<file path="src/rtl/aaso_pkg.sv">
`default_nettype none
package aaso_pkg;

   // Register byte offsets
   localparam logic [7:0] OFS_CMD       = 8'h00;
   localparam logic [7:0] OFS_ACC       = 8'h04;
   localparam logic [7:0] OFS_STATUS    = 8'h08;
   localparam logic [7:0] OFS_PTR0      = 8'h0C;
   localparam logic [7:0] OFS_PTR1      = 8'h10;
   localparam logic [7:0] OFS_FILE_SEL  = 8'h14;
   localparam logic [7:0] OFS_FILE_DATA = 8'h18;

   // Command word fields
   localparam int CMD_OP_LSB   = 0;
   localparam int CMD_OP_W     = 3;
   localparam int CMD_DEST_BIT = 4;
   localparam int CMD_PSEL_BIT = 5;
   localparam int CMD_FA_LSB   = 8;
   localparam int CMD_LIT_LSB  = 16;

   // Status flag positions
   localparam int FLG_C    = 0;
   localparam int FLG_DIGC = 1;
   localparam int FLG_Z    = 2;
   localparam int FLG_W    = 3;

   // Datapath widths
   localparam int DATA_W = 8;
   localparam int PTR_W  = 16;
   localparam int PLIT_W = 6;
   localparam int NIB_W  = 4;
   localparam int FA_W   = 7;

   // Reset values
   localparam logic [7:0]  ACC_RST = 8'h00;
   localparam logic [2:0]  FLG_RST = 3'h0;
   localparam logic [15:0] PTR_RST = 16'h0000;

   // Bus responses
   localparam logic [1:0] RESP_OKAY   = 2'h0;
   localparam logic [1:0] RESP_SLVERR = 2'h2;

   // Operations, in command code order 0..7
   typedef enum logic [2:0] {
      OP_NOP,
      OP_PTR_ADD,
      OP_AND_IMM,
      OP_ADD_IMM,
      OP_AND_FILE,
      OP_ADD_FILE,
      OP_ASR_FILE,
      OP_ADC_FILE
   } aaso_op_t;

endpackage
`default_nettype wire

</file>
<file path="src/rtl/aaso_alu.sv">
// Added by the designer: the AXI4-Lite slave port and the address map.
`timescale 1ns/1ps
`default_nettype none
module aaso_alu #(
   parameter int ADDR_W     = 8,
   parameter int FILE_DEPTH = 128
) (
   input  wire logic              clk_sys,
   input  wire logic              reset,
   input  wire logic              ce,
   input  wire logic [ADDR_W-1:0] s_axi_awaddr,
   input  wire logic              s_axi_awvalid,
   output logic                   s_axi_awready,
   input  wire logic [31:0]       s_axi_wdata,
   input  wire logic [3:0]        s_axi_wstrb,
   input  wire logic              s_axi_wvalid,
   output logic                   s_axi_wready,
   output logic [1:0]             s_axi_bresp,
   output logic                   s_axi_bvalid,
   input  wire logic              s_axi_bready,
   input  wire logic [ADDR_W-1:0] s_axi_araddr,
   input  wire logic              s_axi_arvalid,
   output logic                   s_axi_arready,
   output logic [31:0]            s_axi_rdata,
   output logic [1:0]             s_axi_rresp,
   output logic                   s_axi_rvalid,
   input  wire logic              s_axi_rready
);

   localparam int DW = aaso_pkg::DATA_W;
   localparam int PW = aaso_pkg::PTR_W;
   localparam int LW = aaso_pkg::PLIT_W;
   localparam int NW = aaso_pkg::NIB_W;
   localparam int FW = aaso_pkg::FA_W;

   // Bus-side state
   logic              aw_held_ff;
   logic [ADDR_W-1:0] awaddr_ff;
   logic              w_held_ff;
   logic [31:0]       wdata_ff;
   logic [3:0]        wstrb_ff;
   logic              bvalid_ff;
   logic [1:0]        bresp_ff;
   logic              rvalid_ff;
   logic [1:0]        rresp_ff;
   logic [31:0]       rdata_ff;

   // Block state
   logic [31:0]     cmd_ff;
   logic [DW-1:0]   acc_ff;
   logic            c_ff;
   logic            digc_ff;
   logic            z_ff;
   logic [PW-1:0]   ptr_ff [2];
   logic [FW-1:0]   fsel_ff;
   logic [DW-1:0]   file_mem [FILE_DEPTH];

   // Byte-lane merge of a write into an old word
   function automatic logic [31:0] aaso_merge(input logic [31:0] old_v,
                                              input logic [31:0] new_v,
                                              input logic [3:0]  strb);
      logic [31:0] r;
      r = old_v;
      for (int i = 0; i < 4; i++) begin
         if (strb[i]) begin
            r[8*i +: 8] = new_v[8*i +: 8];
         end
      end
      return r;
   endfunction

   // Handshakes; nothing moves while frozen
   assign s_axi_awready = ce & ~aw_held_ff & ~bvalid_ff;
   assign s_axi_wready  = ce & ~w_held_ff & ~bvalid_ff;
   assign s_axi_arready = ce & ~rvalid_ff;
   assign s_axi_bvalid  = bvalid_ff;
   assign s_axi_bresp   = bresp_ff;
   assign s_axi_rvalid  = rvalid_ff;
   assign s_axi_rresp   = rresp_ff;
   assign s_axi_rdata   = rdata_ff;

   wire do_write = ce & aw_held_ff & w_held_ff & ~bvalid_ff;
   wire do_read  = s_axi_arvalid & s_axi_arready;

   // Write address decode
   wire [7:0] wa = 8'(awaddr_ff);
   wire wr_cmd  = do_write & (wa == aaso_pkg::OFS_CMD);
   wire wr_acc  = do_write & (wa == aaso_pkg::OFS_ACC);
   wire wr_stat = do_write & (wa == aaso_pkg::OFS_STATUS);
   wire wr_p0   = do_write & (wa == aaso_pkg::OFS_PTR0);
   wire wr_p1   = do_write & (wa == aaso_pkg::OFS_PTR1);
   wire wr_fsel = do_write & (wa == aaso_pkg::OFS_FILE_SEL);
   wire wr_fdat = do_write & (wa == aaso_pkg::OFS_FILE_DATA);
   wire wr_hit  = wr_cmd | wr_acc | wr_stat | wr_p0 | wr_p1
                  | wr_fsel | wr_fdat;

   // Command decode from the merged command word
   wire [31:0] cmd_w = aaso_merge(cmd_ff, wdata_ff, wstrb_ff);
   wire aaso_pkg::aaso_op_t op =
      aaso_pkg::aaso_op_t'(cmd_w[aaso_pkg::CMD_OP_LSB +: aaso_pkg::CMD_OP_W]);
   wire          dest_f = cmd_w[aaso_pkg::CMD_DEST_BIT];
   wire          psel   = cmd_w[aaso_pkg::CMD_PSEL_BIT];
   wire [FW-1:0] faddr  = cmd_w[aaso_pkg::CMD_FA_LSB +: FW];
   wire [DW-1:0] lit    = cmd_w[aaso_pkg::CMD_LIT_LSB +: DW];
   wire [DW-1:0] fval   = file_mem[faddr];

   wire is_imm  = (op == aaso_pkg::OP_AND_IMM) | (op == aaso_pkg::OP_ADD_IMM);
   wire is_and  = (op == aaso_pkg::OP_AND_IMM) | (op == aaso_pkg::OP_AND_FILE);
   wire is_add  = (op == aaso_pkg::OP_ADD_IMM) | (op == aaso_pkg::OP_ADD_FILE)
                  | (op == aaso_pkg::OP_ADC_FILE);
   wire is_asr  = (op == aaso_pkg::OP_ASR_FILE);
   wire is_file = (op == aaso_pkg::OP_AND_FILE) | (op == aaso_pkg::OP_ADD_FILE)
                  | is_asr | (op == aaso_pkg::OP_ADC_FILE);
   wire is_ptr  = (op == aaso_pkg::OP_PTR_ADD);
   wire exec    = wr_cmd & (op != aaso_pkg::OP_NOP);

   // Arithmetic and logic results
   wire [DW-1:0] opnd = is_imm ? lit : fval;
   wire          cin  = (op == aaso_pkg::OP_ADC_FILE) & c_ff;
   wire [DW:0]   sum9 = {1'b0, acc_ff} + {1'b0, opnd} + {{DW{1'b0}}, cin};
   wire [NW:0]   nib  = {1'b0, acc_ff[NW-1:0]} + {1'b0, opnd[NW-1:0]}
                        + {{NW{1'b0}}, cin};
   wire [DW-1:0] and_r = acc_ff & opnd;
   wire [DW-1:0] asr_r = {fval[DW-1], fval[DW-1:1]};
   wire [DW-1:0] res = is_and ? and_r : (is_asr ? asr_r : sum9[DW-1:0]);

   // Flag results
   wire res_zero = (res == '0);
   wire nxt_c    = is_asr ? fval[0] : (is_add ? sum9[DW] : c_ff);
   wire nxt_digc = is_add ? nib[NW] : digc_ff;
   wire upd_z    = is_and | is_add | is_asr;

   // Destination steering
   wire to_file = exec & is_file & dest_f;
   wire to_acc  = exec & (is_imm | (is_file & ~dest_f));

   // Pointer add, 16-bit wrap
   wire [PW-1:0] plit = {{(PW-LW){lit[LW-1]}}, lit[LW-1:0]};
   wire [PW-1:0] nxt_ptr = ptr_ff[psel] + plit;

   // Write channel capture
   always_ff @(posedge clk_sys) begin
      if (reset) begin
         aw_held_ff <= 1'b0;
         w_held_ff  <= 1'b0;
         bvalid_ff  <= 1'b0;
      end else if (ce) begin
         if (s_axi_awvalid & s_axi_awready) aw_held_ff <= 1'b1;
         else if (do_write) aw_held_ff <= 1'b0;
         if (s_axi_wvalid & s_axi_wready) w_held_ff <= 1'b1;
         else if (do_write) w_held_ff <= 1'b0;
         if (do_write) bvalid_ff <= 1'b1;
         else if (s_axi_bready) bvalid_ff <= 1'b0;
      end
   end

   // Write payload and response code
   always_ff @(posedge clk_sys) begin
      if (reset) begin
         awaddr_ff <= '0;
         wdata_ff  <= 32'h0;
         wstrb_ff  <= 4'h0;
         bresp_ff  <= aaso_pkg::RESP_OKAY;
      end else if (ce) begin
         if (s_axi_awvalid & s_axi_awready) awaddr_ff <= s_axi_awaddr;
         if (s_axi_wvalid & s_axi_wready) begin
            wdata_ff <= s_axi_wdata;
            wstrb_ff <= s_axi_wstrb;
         end
         if (do_write)
            bresp_ff <= wr_hit ? aaso_pkg::RESP_OKAY : aaso_pkg::RESP_SLVERR;
      end
   end

   // Command word and file selector
   always_ff @(posedge clk_sys) begin
      if (reset) begin
         cmd_ff  <= 32'h0;
         fsel_ff <= '0;
      end else if (ce) begin
         if (wr_cmd) cmd_ff <= cmd_w;
         if (wr_fsel) fsel_ff <= wdata_ff[FW-1:0];
      end
   end

   // Accumulator
   always_ff @(posedge clk_sys) begin
      if (reset) begin
         acc_ff <= aaso_pkg::ACC_RST;
      end else if (ce) begin
         if (to_acc) acc_ff <= res;
         else if (wr_acc) acc_ff <= wdata_ff[DW-1:0];
      end
   end

   // Status flags; pointer add leaves them alone
   always_ff @(posedge clk_sys) begin
      if (reset) begin
         {z_ff, digc_ff, c_ff} <= aaso_pkg::FLG_RST;
      end else if (ce) begin
         if (exec & ~is_ptr) begin
            c_ff    <= nxt_c;
            digc_ff <= nxt_digc;
            if (upd_z) z_ff <= res_zero;
         end else if (wr_stat) begin
            c_ff    <= wdata_ff[aaso_pkg::FLG_C];
            digc_ff <= wdata_ff[aaso_pkg::FLG_DIGC];
            z_ff    <= wdata_ff[aaso_pkg::FLG_Z];
         end
      end
   end

   // Indirect pointers, one per generate entry
   for (genvar g = 0; g < 2; g++) begin : g_ptr
      wire sw_wr = (g == 0) ? wr_p0 : wr_p1;
      always_ff @(posedge clk_sys) begin
         if (reset) begin
            ptr_ff[g] <= aaso_pkg::PTR_RST;
         end else if (ce) begin
            if (exec & is_ptr & (psel == 1'(g))) ptr_ff[g] <= nxt_ptr;
            else if (sw_wr) ptr_ff[g] <= wdata_ff[PW-1:0];
         end
      end
   end

   // File register storage
   always_ff @(posedge clk_sys) begin
      if (ce) begin
         if (to_file) file_mem[faddr] <= res;
         else if (wr_fdat) file_mem[fsel_ff] <= wdata_ff[DW-1:0];
      end
   end

   // Read address decode
   wire [7:0] ra = 8'(s_axi_araddr);
   logic [31:0] rd_mux;
   logic        rd_hit;
   always_comb begin
      rd_mux = 32'h0;
      rd_hit = 1'b1;
      if (ra == aaso_pkg::OFS_CMD) rd_mux = cmd_ff;
      else if (ra == aaso_pkg::OFS_ACC) rd_mux = 32'(acc_ff);
      else if (ra == aaso_pkg::OFS_STATUS) rd_mux = 32'({z_ff, digc_ff, c_ff});
      else if (ra == aaso_pkg::OFS_PTR0) rd_mux = 32'(ptr_ff[0]);
      else if (ra == aaso_pkg::OFS_PTR1) rd_mux = 32'(ptr_ff[1]);
      else if (ra == aaso_pkg::OFS_FILE_SEL) rd_mux = 32'(fsel_ff);
      else if (ra == aaso_pkg::OFS_FILE_DATA) rd_mux = 32'(file_mem[fsel_ff]);
      else rd_hit = 1'b0;
   end

   // Read channel
   always_ff @(posedge clk_sys) begin
      if (reset) begin
         rvalid_ff <= 1'b0;
         rdata_ff  <= 32'h0;
         rresp_ff  <= aaso_pkg::RESP_OKAY;
      end else if (ce) begin
         if (do_read) begin
            rvalid_ff <= 1'b1;
            rdata_ff  <= rd_mux;
            rresp_ff  <= rd_hit ? aaso_pkg::RESP_OKAY : aaso_pkg::RESP_SLVERR;
         end else if (s_axi_rready) begin
            rvalid_ff <= 1'b0;
         end
      end
   end

   wire [PW-1:0] exp_ptr = nxt_ptr;
   wire [DW-1:0] src_f   = fval;
endmodule
`default_nettype wire

</file>
<file path="config.mk">
export PLATFORM = sky130hd
export DESIGN_NAME = aaso_alu
export DESIGN_NICKNAME = d
export VERILOG_FILES = /design/src/rtl/aaso_pkg.sv /design/src/rtl/aaso_alu.sv
export SDC_FILE = /design/constraint.sdc
export NUM_CORES = 2
export LEC_CHECK = 0
export ABC_AREA = 1
export CAP_MARGIN = 0
export CORE_MARGIN = 5
export CORE_UTILIZATION = 25
export DETAILED_ROUTE_END_ITERATION = 8
export DONT_BUFFER_PORTS = 1
export PLACE_DENSITY = 0.35
export SYNTH_ARGS = -nofsm -noshare
export SYNTH_HDL_FRONTEND = slang
export SYNTH_SLANG_ARGS = --single-unit
</file>
<file path="constraint.sdc">
create_clock -name clk_sys -period 17.8 [get_ports clk_sys]
set_clock_uncertainty 0.1 [all_clocks]
set_input_delay 1.78 -clock clk_sys [delete_from_list [all_inputs] [get_ports clk_sys]]
set_output_delay 1.78 -clock clk_sys [all_outputs]
set_load 0.05 [all_outputs]
</file>
==> flow_summary.json <==
{
  "holdPathStages": 2,
  "yosys-top-cells-area": "edfxtp_1 53%, nand3_1 10%, nand2_1 9.6%",
  "p_per_area_nw_per_um2": 103,
  "clock_latency_ps": 800,
  "status": "complete, no violations",
  "fin_ws_ps": 8500,
  "yosys-top-cells-count": "1,528 x nand2_1, 1,209 x nand3_1, 1,056 x edfxtp_1",
  "yosys.area.top_type": "edfxtp_1",
  "grtUsageTotal_pct": 20.4,
  "drtAntennaViolNets": 0,
  "synth_edf_count": 1056,
  "async_flop_share_pct": 0,
  "grt_antenna_before_repair": 7,
  "drv_cap": 0,
  "core_sq_um": 239000,
  "syn_area_per_cell_sq_um": 8.90,
  "ctsHoldBuffers": 0,
  "wl_mm": 264,
  "pre_cts_slack_ps": 8520,
  "cp_max_fo": 82,
  "cts_buffers": 149,
  "die_w_um": 500,
  "yosysSeqAreaShare_pct": 57.5,
  "synthCells": 6741,
  "grt_pass1_wl_mm": 374,
  "grt_pass1_vias": 49688,
  "clock-sinks": 1195,
  "dieArea_sq_um": 250000,
  "clock-root-buffer": "clkbuf_16",
  "synth_top_area_share_pct": 52.8,
  "synth_flop_cell": "edfxtp_1",
  "grt_max_degree": 163,
  "clock_path_buffers": 3,
  "io_buffers": 0,
  "multi_input_area_sq_um": 22700,
  "ir_drop_mv": 0.0701,
  "drt_iter0_drc": 5431,
  "cts_tree": "built",
  "gp_congestion": 0.848,
  "syn2layout_area_growth_pct": 12.8,
  "min_period_ps": 9300,
  "critPathLaunchType": "flip-flop",
  "via_per_inst": 5.24,
  "final_nets": 6603,
  "clkTransAtPathRegs_ps": 60,
  "clock.fmax_mhz": 108,
  "wl_per_cell_um": 27.0,
  "worst_pin_slew_ps": 1290,
  "yosysMostFrequentCell": "nand2_1",
  "hold_ws_ps": 356,
  "cts_resized": 0,
  "regArea_sq_um": 34500,
  "synth_area_sq_um": 60000,
  "initial_utilization_pct": 25.2,
  "grt-ovfl-total": 0,
  "synth_warnings": 0,
  "crit_path_end_kind": "flip-flop",
  "hold_viol": 0,
  "fin_setup_tns_ps": 0,
  "power_mw": 6.98,
  "h-tree-depth": 4,
  "required_ps": 18180,
  "drc": 0,
  "die_y_um": 500,
  "drv_slew": 0,
  "dp_hpwl_mm": 154,
  "post_cts_buffers": 0,
  "finalCritPeriodShare_pct": 52.2,
  "drt_first_pass_iters": 9,
  "post-route-util_pct": 28.4,
  "reg2regPathDepth": 26,
  "via_count": 51314,
  "yosysUniqueCellTypes": 51,
  "n_fill_cell": 24925,
  "timing.slew.headroom_pct": 13.9,
  "synth_seq_cells": 1195,
  "worstHoldPathType": "reg2reg",
  "drive_gt1_share_pct": 6.35,
  "p_leak_nw": 23.3,
  "fp-row-count": 179,
  "critical_path_class": "reg2reg",
  "io_pins": 101,
  "rsz0062_at_grt": "no",
  "setup_viol": 0,
  "arrival_ps": 9680
}
==> flip-flops by register name (all words and copies together), names as in the netlist, named ones only <==
signal,count
ptr_ff,32
file_mem,1024
cmd_ff,32
s_axi_rdata,32
awaddr_ff,8
wstrb_ff,4
fsel_ff,7
c_ff,1
acc_ff,8
w_held_ff,1
z_ff,1
aw_held_ff,1
s_axi_rvalid,1
s_axi_bvalid,1
wdata_ff,32
digc_ff,1
s_axi_bresp,1
s_axi_rresp,1
==> worst max-delay path: stages, from the launching register on <==
cell	delay, ps
dfxtp_1	860
nand2_1	310
nand2_8	580
buf_4	760
buf_4	650
buf_4	840
nand2_1	140
o211ai_1	130
o211ai_1	120
nand2_1	100
nand2_1	60
nand3_1	210
nand3_1	200
nand3_1	200
a31oi_1	170
fa_1	450
nand3_1	110
and2_1	160
or2_2	130
nand3_1	70
nand2_1	80
inv_1	50
nand2_1	60
nand2_1	100
o21ai_4	810
buf_4	600
buf_4	670
==> routing by layer <==
| metal | vias up | global-route usage (%) | routed length (um) |
|---|---|---|---|
| li1 | 23247 | - | - |
| met1 | 25521 | 27.9 | 117000 |
| met2 | 2076 | 32.5 | 120000 |
| met3 | 470 | 3.26 | 17200 |
| met4 | 0 | 7.48 | 10100 |
| met5 | - | 0 | 0 |
==> power breakdown <==
part           total (mW)  internal, mW  leakage, nW  switching (mW)
clock                3.02          1.75         2.32            1.28
sequential           3.28          3.25         10.7          0.0257
combinational       0.678         0.119         10.2           0.559
total                6.98          5.12         23.3            1.86
==> placed cells by master (no fill, tap or decap), drive strengths merged <==
cell and count:
clkbuf 191, and2 1, clkinv 62, nor4 6
o31ai 2, inv 185, xnor2 2, mux2i 3
xor2 16, diode 1, o21a 1, bufinv 10
a211oi 18, nand4 4, fa 3, o221a 2
edfxtp 1056, o211ai 40, a21o 3, a31oi 13
clkinvlp 1, nor2 788, dfxtp 139, o22ai 259
nand2 1534, conb 2, or2 7, nand3 1211
a221oi 4, o2111ai 1, a21oi 162, o21ai 724
nor3 27, ha 23, buf 129, a22oi 1
==> final cells by class <==
type | count | area share (%)
timing repair buffer | 129 | 1.69
clock buffer | 191 | 5.98
antenna | 1 | 0.00369
tap | 3167 | 5.85
multi-input combinational | 4857 | 33.5
clock inverter | 73 | 0.975
sequential | 1195 | 51.0
inverter | 185 | 1.07
==> kinds of logic (layout without fill, tap and decap cells) <==
family	Yosys count	count (layout)	share of synthesized area, %
compound gates	1230	1230	11.3
xor+xnor	18	18	0.263
fa+ha+maj	26	26	0.580
buf+inv	690	578	5.18
flops	1195	1195	57.5
mux	3	3	0.0500
other cells	1	3	0.00625
simple gates	3578	3578	25.2
==> worst paths after layout <==
path	start	endpoint	slack (ps)
min	digc_ff$_SDFFE_PP0P_	digc_ff$_SDFFE_PP0P_	360
min reg2reg	digc_ff$_SDFFE_PP0P_	digc_ff$_SDFFE_PP0P_	360
max	wstrb_ff[1]$_SDFFE_PP0P_	file_mem[96][4]$_DFFE_PP_	8500
max reg2reg	wstrb_ff[1]$_SDFFE_PP0P_	file_mem[96][4]$_DFFE_PP_	8500
==> stage by stage <==
step                      instances  cell area, sq um
after global routing           9797             67700
after floorplan                6742             60000
after CTS                      9797             67700
final                          9798             67700
after detailed placement       9533             63000
after global placement         9533             63000
Note: power is estimated with default switching activity, not from simulation.
